==> src/hdl/svtr_pkg.sv <==
// Package of the switch vendor tuning register bank: offsets, fields, resets, widths.
// Assumes a 32-bit configuration-space access port and a single clock domain.
package svtr_pkg;

   // Register offsets in configuration space.
   localparam logic [7:0] OFF_PHY_TEST_CONTROL_0 = 8'h68;
   localparam logic [7:0] OFF_PHY_TEST_CONTROL_1 = 8'h6c;
   localparam logic [7:0] OFF_TIMER_SETTING = 8'h70;
   localparam logic [7:0] OFF_FORWARDING_MODE = 8'h74;

   // Reset values.
   localparam logic [31:0] RST_PHY_TEST_CONTROL_0 = 32'h0400_1060;
   localparam logic [31:0] RST_PHY_TEST_CONTROL_1 = 32'h0400_0800;
   localparam logic [31:0] RST_TIMER_SETTING = 32'h8000_0000;
   localparam logic [31:0] RST_FORWARDING_MODE = 32'h0000_0002;

   // Test control 0 bit positions.
   localparam int BIT_ROLE_CHANGE_EN = 1;
   localparam int BIT_HOT_RESET_DIS = 2;
   localparam int BIT_DOWNSTREAM_ROLE = 3;
   localparam int BIT_PRELOAD_LO = 13;
   localparam int BIT_PRELOAD_HI = 14;

   // Timer setting fields.
   localparam int REPLAY_LSB = 0;
   localparam int REPLAY_WIDTH = 12;
   localparam int BIT_REPLAY_EN = 12;
   localparam int BIT_PM_CAP_DIS = 13;
   localparam int BIT_MSI_CAP_DIS = 14;
   localparam int ACK_LSB = 16;
   localparam int ACK_WIDTH = 14;
   localparam int BIT_ACK_EN = 30;
   localparam int BIT_VGA_DECODE = 31;

   // Forwarding mode fields.
   localparam int BIT_STORE_FORWARD = 0;
   localparam int THRESH_LSB = 1;
   localparam int BIT_ARB_STICKY = 3;

   // Writable masks for software writes.
   localparam logic [31:0] WMASK_TIMER_SETTING = 32'h7fff_1fff;
   localparam logic [31:0] WMASK_FORWARDING_MODE = 32'h0000_000f;
   // Timer setting bits that a preload may change: all but bit 15.
   localparam logic [31:0] PMASK_TIMER_SETTING = 32'hffff_7fff;

   // Arbiter state encodings.
   typedef enum logic [1:0] {
      ARB_IDLE = 2'b00,
      ARB_HOLD = 2'b01
   } svtr_arb_state_type;

endpackage

==> src/hdl/svtr_regs.sv <==
// Vendor tuning register bank of a three-port switch with the arbiter it steers.
// Assumes a one-cycle configuration access port and a preload port fed by the
// SMBus, I2C or EEPROM loader; all inputs come from logic on clk.
module svtr_regs #(
   parameter int NPORTS = 3,
   parameter logic [11:0] REPLAY_DEFAULT = 12'h0_1f4,
   parameter logic [13:0] ACK_DEFAULT = 14'h0_0c8
) (
   // Clock and reset.
   input wire logic clk,
   input wire logic rst,
   // Configuration access.
   input wire logic cfg_wr,
   input wire logic cfg_rd,
   input wire logic [7:0] cfg_addr,
   input wire logic [31:0] cfg_wdata,
   output logic [31:0] cfg_rdata,
   output logic cfg_hit,
   // Preload from SMBus, I2C or EEPROM.
   input wire logic pre_wr,
   input wire logic pre_eeprom,
   input wire logic [7:0] pre_addr,
   input wire logic [31:0] pre_wdata,
   // Link training and reset controls.
   input wire logic upstream_port,
   input wire logic upstream_link_down,
   output logic downstream_role_select,
   output logic hot_reset_downstream,
   // Timer values and VGA decode enable.
   output logic [11:0] replay_timeout,
   output logic [13:0] ack_latency,
   output logic vga_decode_en,
   // Forwarding controls.
   output logic store_forward,
   output logic [1:0] cut_through_thresh,
   // Port arbiter.
   input wire logic [NPORTS-1:0] arb_req,
   input wire logic [NPORTS-1:0] arb_credit_ok,
   output logic [NPORTS-1:0] arb_grant
);

   // Refuses port counts that the one-hot grant and its search cannot serve.
   if (NPORTS < 2 || NPORTS > 8) begin : g_bad_nports
      $error("NPORTS must be 2 to 8.");
   end

   logic [31:0] test_ctl0;
   logic [31:0] test_ctl1;
   logic [31:0] timer_set;
   logic [31:0] fwd_mode;
   logic role;

   // Address decode for software and preload accesses.
   wire sel_t0 = cfg_addr == svtr_pkg::OFF_PHY_TEST_CONTROL_0;
   wire sel_t1 = cfg_addr == svtr_pkg::OFF_PHY_TEST_CONTROL_1;
   wire sel_tm = cfg_addr == svtr_pkg::OFF_TIMER_SETTING;
   wire sel_fw = cfg_addr == svtr_pkg::OFF_FORWARDING_MODE;
   wire pre_t0 = pre_wr && pre_addr == svtr_pkg::OFF_PHY_TEST_CONTROL_0;
   wire pre_tm = pre_wr && pre_addr == svtr_pkg::OFF_TIMER_SETTING;
   wire pre_fw = pre_wr && pre_addr == svtr_pkg::OFF_FORWARDING_MODE;

   // Bits 14:13 of test control 0 are the only ones a preload moves, and only an EEPROM one.
   wire [31:0] t0_pmask = 32'h0000_0003 << svtr_pkg::BIT_PRELOAD_LO;
   wire [31:0] next_t0_pre = (test_ctl0 & ~t0_pmask) | (pre_wdata & t0_pmask);

   // Test control registers; an EEPROM preload overrides a same-cycle software write to test control 0.
   always_ff @(posedge clk) begin
      if (rst) begin
         test_ctl0 <= svtr_pkg::RST_PHY_TEST_CONTROL_0;
         test_ctl1 <= svtr_pkg::RST_PHY_TEST_CONTROL_1;
      end else begin
         if (cfg_wr && sel_t0) test_ctl0 <= cfg_wdata;
         if (cfg_wr && sel_t1) test_ctl1 <= cfg_wdata;
         if (pre_t0 && pre_eeprom) test_ctl0 <= next_t0_pre;
      end
   end

   // Timer and forwarding settings; software sees read-only bits unchanged.
   wire [31:0] tm_sw = (timer_set & ~svtr_pkg::WMASK_TIMER_SETTING) |
                       (cfg_wdata & svtr_pkg::WMASK_TIMER_SETTING);
   wire [31:0] tm_pre = (timer_set & ~svtr_pkg::PMASK_TIMER_SETTING) |
                        (pre_wdata & svtr_pkg::PMASK_TIMER_SETTING);
   wire [31:0] fw_sw = cfg_wdata & svtr_pkg::WMASK_FORWARDING_MODE;
   wire [31:0] fw_pre = pre_wdata & svtr_pkg::WMASK_FORWARDING_MODE;

   always_ff @(posedge clk) begin
      if (rst) begin
         timer_set <= svtr_pkg::RST_TIMER_SETTING;
         fwd_mode <= svtr_pkg::RST_FORWARDING_MODE;
      end else if (pre_tm || pre_fw) begin
         if (pre_tm) timer_set <= tm_pre;
         if (pre_fw) fwd_mode <= fw_pre;
      end else begin
         if (cfg_wr && sel_tm) timer_set <= tm_sw;
         if (cfg_wr && sel_fw) fwd_mode <= fw_sw;
      end
   end

   // Software writes that no same-cycle preload overrides.
   wire sw_tm_wr = cfg_wr && sel_tm && !pre_tm && !pre_fw;
   wire sw_fw_wr = cfg_wr && sel_fw && !pre_tm && !pre_fw;

   // The link role follows bit 3 only while bit 1 permits a change.
   always_ff @(posedge clk) begin
      if (rst) begin
         role <= 1'b0;
      end else if (test_ctl0[svtr_pkg::BIT_ROLE_CHANGE_EN]) begin
         role <= test_ctl0[svtr_pkg::BIT_DOWNSTREAM_ROLE];
      end
   end
   assign downstream_role_select = role;

   // Hot reset goes downstream on upstream link loss unless disabled.
   assign hot_reset_downstream = upstream_port && upstream_link_down &&
                                 !test_ctl0[svtr_pkg::BIT_HOT_RESET_DIS];

   // Effective timer values choose the user field only when enabled.
   wire [11:0] user_replay = timer_set[svtr_pkg::REPLAY_LSB +: 12];
   wire [13:0] user_ack = timer_set[svtr_pkg::ACK_LSB +: 14];
   assign replay_timeout = timer_set[svtr_pkg::BIT_REPLAY_EN] ? user_replay
                                                              : REPLAY_DEFAULT;
   assign ack_latency = timer_set[svtr_pkg::BIT_ACK_EN] ? user_ack
                                                        : ACK_DEFAULT;
   assign vga_decode_en = timer_set[svtr_pkg::BIT_VGA_DECODE];

   // Store-and-forward applies on the upstream port only; the threshold on every port.
   assign store_forward = upstream_port && fwd_mode[svtr_pkg::BIT_STORE_FORWARD];
   assign cut_through_thresh = fwd_mode[svtr_pkg::THRESH_LSB +: 2];

   // Read data mux; unmapped addresses read zero with no hit.
   assign cfg_hit = cfg_rd && (sel_t0 || sel_t1 || sel_tm || sel_fw);
   always_ff @(posedge clk) begin
      if (rst) begin
         cfg_rdata <= 32'h0000_0000;
      end else if (cfg_rd) begin
         cfg_rdata <= sel_t0 ? test_ctl0 : sel_t1 ? test_ctl1 :
                      sel_tm ? timer_set : sel_fw ? fwd_mode : 32'h0000_0000;
      end
   end

   // Round-robin arbiter with sticky or credit-aware selection.
   svtr_pkg::svtr_arb_state_type arb_state;
   logic [NPORTS-1:0] next_grant;
   logic [NPORTS-1:0] last_grant;
   wire sticky = fwd_mode[svtr_pkg::BIT_ARB_STICKY];
   wire [NPORTS-1:0] eligible = sticky ? arb_req : (arb_req & arb_credit_ok);
   wire hold = (arb_state == svtr_pkg::ARB_HOLD) && sticky &&
               |(arb_grant & arb_req);

   // Search from the port after the last grant for the next eligible one.
   always_comb begin
      int idx;
      next_grant = '0;
      idx = 0;
      for (int k = NPORTS; k >= 1; k--) begin
         for (int j = 0; j < NPORTS; j++) begin
            if (last_grant[j]) idx = (j + k) % NPORTS;
         end
         if (eligible[idx]) next_grant = NPORTS'(1) << idx;
      end
   end

   always_ff @(posedge clk) begin
      if (rst) begin
         arb_state <= svtr_pkg::ARB_IDLE;
         arb_grant <= '0;
         last_grant <= NPORTS'(1);
      end else begin
         case (arb_state)
            svtr_pkg::ARB_IDLE: begin
               arb_grant <= next_grant;
               if (|next_grant) begin
                  last_grant <= next_grant;
                  arb_state <= svtr_pkg::ARB_HOLD;
               end
            end
            svtr_pkg::ARB_HOLD: begin
               if (!hold) begin
                  arb_grant <= next_grant;
                  if (|next_grant) last_grant <= next_grant;
                  else arb_state <= svtr_pkg::ARB_IDLE;
               end
            end
            default: arb_state <= svtr_pkg::ARB_IDLE;
         endcase
      end
   end
endmodule

==> config.mk <==
export PLATFORM = sky130hd
export DESIGN_NAME = svtr_regs
export DESIGN_NICKNAME = d
export VERILOG_FILES = /design/src/hdl/svtr_pkg.sv /design/src/hdl/svtr_regs.sv
export SDC_FILE = /design/constraint.sdc
export NUM_CORES = 1
export LEC_CHECK = 0
export ABC_AREA = 1
export BUFFER_PORTS_ARGS = -buffer_cell sky130_fd_sc_hd__buf_2
export CAP_MARGIN = 20
export CORE_MARGIN = 3
export CORE_UTILIZATION = 29
export CTS_BUF_LIST = sky130_fd_sc_hd__clkbuf_8
export DETAILED_ROUTE_END_ITERATION = 8
export GPL_TIMING_DRIVEN = 0
export SYNTH_ARGS = -nofsm -noshare
export SYNTH_HDL_FRONTEND = slang
export SYNTH_SLANG_ARGS = --single-unit
export TNS_END_PERCENT = 30
==> constraint.sdc <==
create_clock -name clk -period 1.5 [get_ports clk]
set_input_delay 0.375 -clock clk [delete_from_list [all_inputs] [get_ports clk]]
set_output_delay 0.375 -clock clk [all_outputs]
set_load 0.01 [all_outputs]
* After elaboration in Yosys (flattened, before gate mapping)
Index checks and enable logic that the tools add are counted.
Word-level totals: register bits after elaboration 169, bits of input ports 94, output and inout bits 68
Cells by class: order comparisons 3, equal/unequal tests 13, shifts and indexed selects 3, mux-type cells 44, bitwise logic cells 5, reduce and logical (&&, ||, !) cells 30
Operators with widths (number):
- $mux W32 | 19
- $lt A32 B4 Y1 const B | 3
- $shl A1 B32 Y3 const A | 3
- $eq A8 B7 Y1 const B | 7
- $or A16 B32 Y32 | 1
- $or A32 B15 Y32 | 1
- $or A32 B31 Y32 | 1
- $mux W3 | 7
- $logic_and A1 B1 Y1 | 14
- $mux W14 | 1
- $mux W12 | 1
- $pmux W3 S2 | 2
- $ne A2 B2 Y1 const B | 5
- $reduce_bool A2 Y1 | 4
- $mux W1 | 7
- $and A3 B3 Y3 | 2
- $bmux W1 S2 | 3
- $mux W2 | 3
- $reduce_and A2 Y1 | 3
- $reduce_or A3 Y1 | 2
- $logic_or A1 B1 Y1 | 4
- $pmux W2 S2 | 1
- $reduce_and A3 Y1 | 1
- $eq A2 B1 Y1 const B | 1
- 2 further kinds | 2

* Logic depth before layout (Yosys ltp)
word-level depth 16, mapped depth 14, mapped depth without buffers 14

* Least setup slack after synthesis
OpenSTA, ideal clock, no wires.
kind input -> output, from input port cfg_addr[1], to output port cfg_hit, data arrival time 1308 ps, path slack -183 ps, stages 5, path buffers 1, path through or2_4 -> nor3_2 -> nand2_1 -> buf_1 -> a41oi_1
Between the ends: cells in the longest elaborated chain, start to end 5, elaborated cells between the ends (all ways) 8
RTL lines:
- from (decl) | line svtr_regs.sv:15 | input wire logic [7:0] cfg_addr,
- $eq A8 B7 Y1, on equally long branches | line svtr_regs.sv:54, svtr_regs.sv:55
- $logic_or A1 B1 Y1 (2 in a row) | line svtr_regs.sv:131 | assign cfg_hit = cfg_rd && (sel_t0 || sel_t1 || sel_tm || sel_fw);
- $logic_or A1 B1 Y1 * | line svtr_regs.sv:131
- $logic_and A1 B1 Y1 * | line svtr_regs.sv:131
- to (decl) | line svtr_regs.sv:18 | output logic cfg_hit,
Every way passes the cells marked *; elsewhere a longest branch is shown, timed or not.

* Final worst setup path
Same ends and word-level chain as after synthesis.

==> flow_summary.toml <==
[run_status]
outcome = "finished with violations"
violations = "setup timing"

[sta]
hold_viol = 0
fin_tns_setup_ps = -2580
drv_slew = 0
period_share_pct = 116
worst_pin_slew_ps = 597
fin_crit_ps = 1740
setup_slack_ps = -239
fmax_mhz = 575
rsz0062_at_grt = "yes"
slew_headroom_pct = 60.2
finalSetupViolations = 29
skew_ps = 9.60

[final_layout]
nFillCells = 2260
area_growth_pct = 36.9
regArea_mm2 = 0.00280
final_area_mm2 = 0.00864
fin_util_pct = 40.7
most-common-layout-cells = "234 x nand2_1, 142 x buf_2, 134 x dfxtp_1, 70 x inv_1, 70 x nor2_1"
drive_above_1_share_pct = 30.1
nets = 1193
final_cells = 1388
multi_input_area_mm2 = 0.00316
final_common_cell = "nand2_1"

[global_routing]
grt_usage_pct = 19.2
grt_pass1_wl_mm = 35.3
grt_max_degree = 17
grt-ovfl-total = 0
antenna_found_initial = 3
grt_pass1_vias = 6384

[critical_path]
crit_slowest_cell = "or2_4"
cp_max_fo = 3
reg2reg_from = "fwd_mode[3]$_SDFFE_PP0P_"
critical_path.startpoint_type = "input pin"
startpoint = "cfg_addr[1]"
end_kind = "output port"
cp_cell_sequence = "buf_6 > or2_4 > nor3_4 > nand2_2 > buf_8 > a41oi_2 > buf_2"
slowest_delay_ps = 280
required_ps = 1120
path_class = "in -> out"
cp.arrival_ps = 1360

[hold_path]
hp-start = "pre_wdata[31]"
hold_class = "in -> reg"

[placed_design]
gp_congestion = 0.864
placed_cells = 1338
dpl_cell_area_mm2 = 0.00747
preCtsSetupSlack_ps = -603
dp_hpwl_mm = 17.5
portBuffers = 158

[power_and_ir_drop]
irDropWorstVdd_v = 0.000576
power_density_mw_per_mm2 = 880
p_leak_uw = 0.00395

[die]
dieArea_mm2 = 0.0236
die_height_um = 153
pin_count = 162
fp-row-count = 53
design.core.area_mm2 = 0.0212
start_util_pct = 29.7
die_w_um = 153

[routing]
drc_errors = 0
first_pass_iters = 5
drtIter0Drc = 470
dr_total_vias = 6739
drt_wl_total_mm = 23.6
drt-vias-per-instance = 4.86
ant_nets = 0
avgRoutedWirePerCell_um = 17.0

[clocking]
cts_buffers = 17
cts_tree = "built"
cts_root_buf = "clkbuf_8"
insertion_delay_ps = 460
htree_levels = 4
path_clk_slew_ps = 70
cts.path.max_buffers = 2
cts_sinks = 139

[synth]
yosys_register_bits = 139
ys_seq_area_share_pct = 44.1
syn_nets = 999
ys_warn_count = 0
ys.flop_type = "dfxtp_1"
syn-cell-area_mm2 = 0.00631
ys_top_cells_by_area = "dfxtp_1 44%, nand2_1 16%, a21oi_1 5.4%, o21ai_0 5.3%, inv_1 5.2%"
synth_edf_count = 0
ys_types = 37
async_flop_share_pct = 0
syn-mean-instance-area_um2 = 6.97
synth_top_area_share_pct = 44.1
netlist_instances = 905
yosysTopAreaCell = "dfxtp_1"

[flow_run]
maxCapViolCount = 0
## report_power, final
| part | switching (µW) | leakage [µW] | internal, µW |
|---|---|---|---|
| registers | 63.7 | 0.00112 | 3760 |
| logic | 627 | 0.00264 | 366 |
| clock network | 1430 | 0.000192 | 1350 |
| total | 2120 | 0.00395 | 5480 |
## synth_stat cells (4+ instances only)
cell type,n
nor2_1,76
o211ai_1,18
dfxtp_1,139
clkbuf_1,29
buf_2,10
buf_4,8
o21ai_0,67
nand3_1,30
a31oi_1,25
inv_1,88
buf_1,5
o221ai_1,7
nand2_1,265
a211oi_1,4
a21oi_1,68
o21ai_1,31
inv_2,5
## sequential cells by signal (all words and copies together), names as in the netlist
| register | flops |
|---|---|
| test_ctl0 | 32 |
| arb_state | 1 |
| test_ctl1 | 32 |
| arb_grant | 3 |
| downstream_role_select | 1 |
| fwd_mode | 4 |
| last_grant | 3 |
| timer_set | 31 |
| cfg_rdata | 32 |
## per-layer routing
| layer | routed length [µm] | track usage (%) |
|---|---|---|
| met1 | 10400 | 26.0 |
| met2 | 11300 | 30.8 |
| met3 | 1520 | 3.82 |
| met4 | 427 | 6.06 |
| met5 | 13 | 0 |
## path summary, 6_finish.rpt
kind                                end  slack [ps]  depth (start not counted)
max                             cfg_hit        -240                          7
min          timer_set[31]$_SDFFE_PP1P_         150                          3
max reg2reg  last_grant[1]$_SDFFE_PP0P_           0                         14
min reg2reg   test_ctl1[9]$_SDFFE_PP0P_         460                          2
## repair_timing
| action | in CTS | in global routing |
|---|---|---|
| setup buffers | 7 | 5 |
| endpoints found under the setup margin | 98 | 154 |
| hold buffers | 0 | 0 |
| pin swaps | 13 | 15 |
| resized for setup | 93 | 120 |
| gates cloned | 2 | 4 |
| endpoints found under the hold margin | 0 | 0 |
## worst max-delay path, delay by kind of cell
family / cells / cell delay, ps
AOI/OAI and AO/OA: 1 / 100
and+or+nand+nor: 3 / 500
buffers and inverters: 3 / 390
## layout make-up
type	count	area share, %
Inverter	94	4.61
Timing Repair Buffer	175	13.3
Sequential cell	139	32.4
Multi-Input combinational cell	617	36.6
Antenna cell	2	0.0580
Tap cell	275	3.98
Buffer	55	5.01
Clock buffer	19	3.03
Clock inverter	12	0.985
## through the flow
| stage | hold slack (ps) | total power [µW] |
|---|---|---|
| floorplan | 425 | 4400 |
| global placement | 438 | 4730 |
| detailed placement | 447 | 4740 |
| CTS | 146 | 7490 |
| global route | 157 | 7860 |
| finish | 152 | 7600 |
## cells by family (layout without fill, tap and decap cells)
logic type,after synthesis,in the layout,share of synthesized area [%]
AND/OR/NAND/NOR,392,392,26.0
other,0,2,0
buffers and inverters,149,355,9.92
AO/OA/AOI/OAI,225,225,19.9
flip-flops,139,139,44.1
Power figures use the tool's default switching activity.
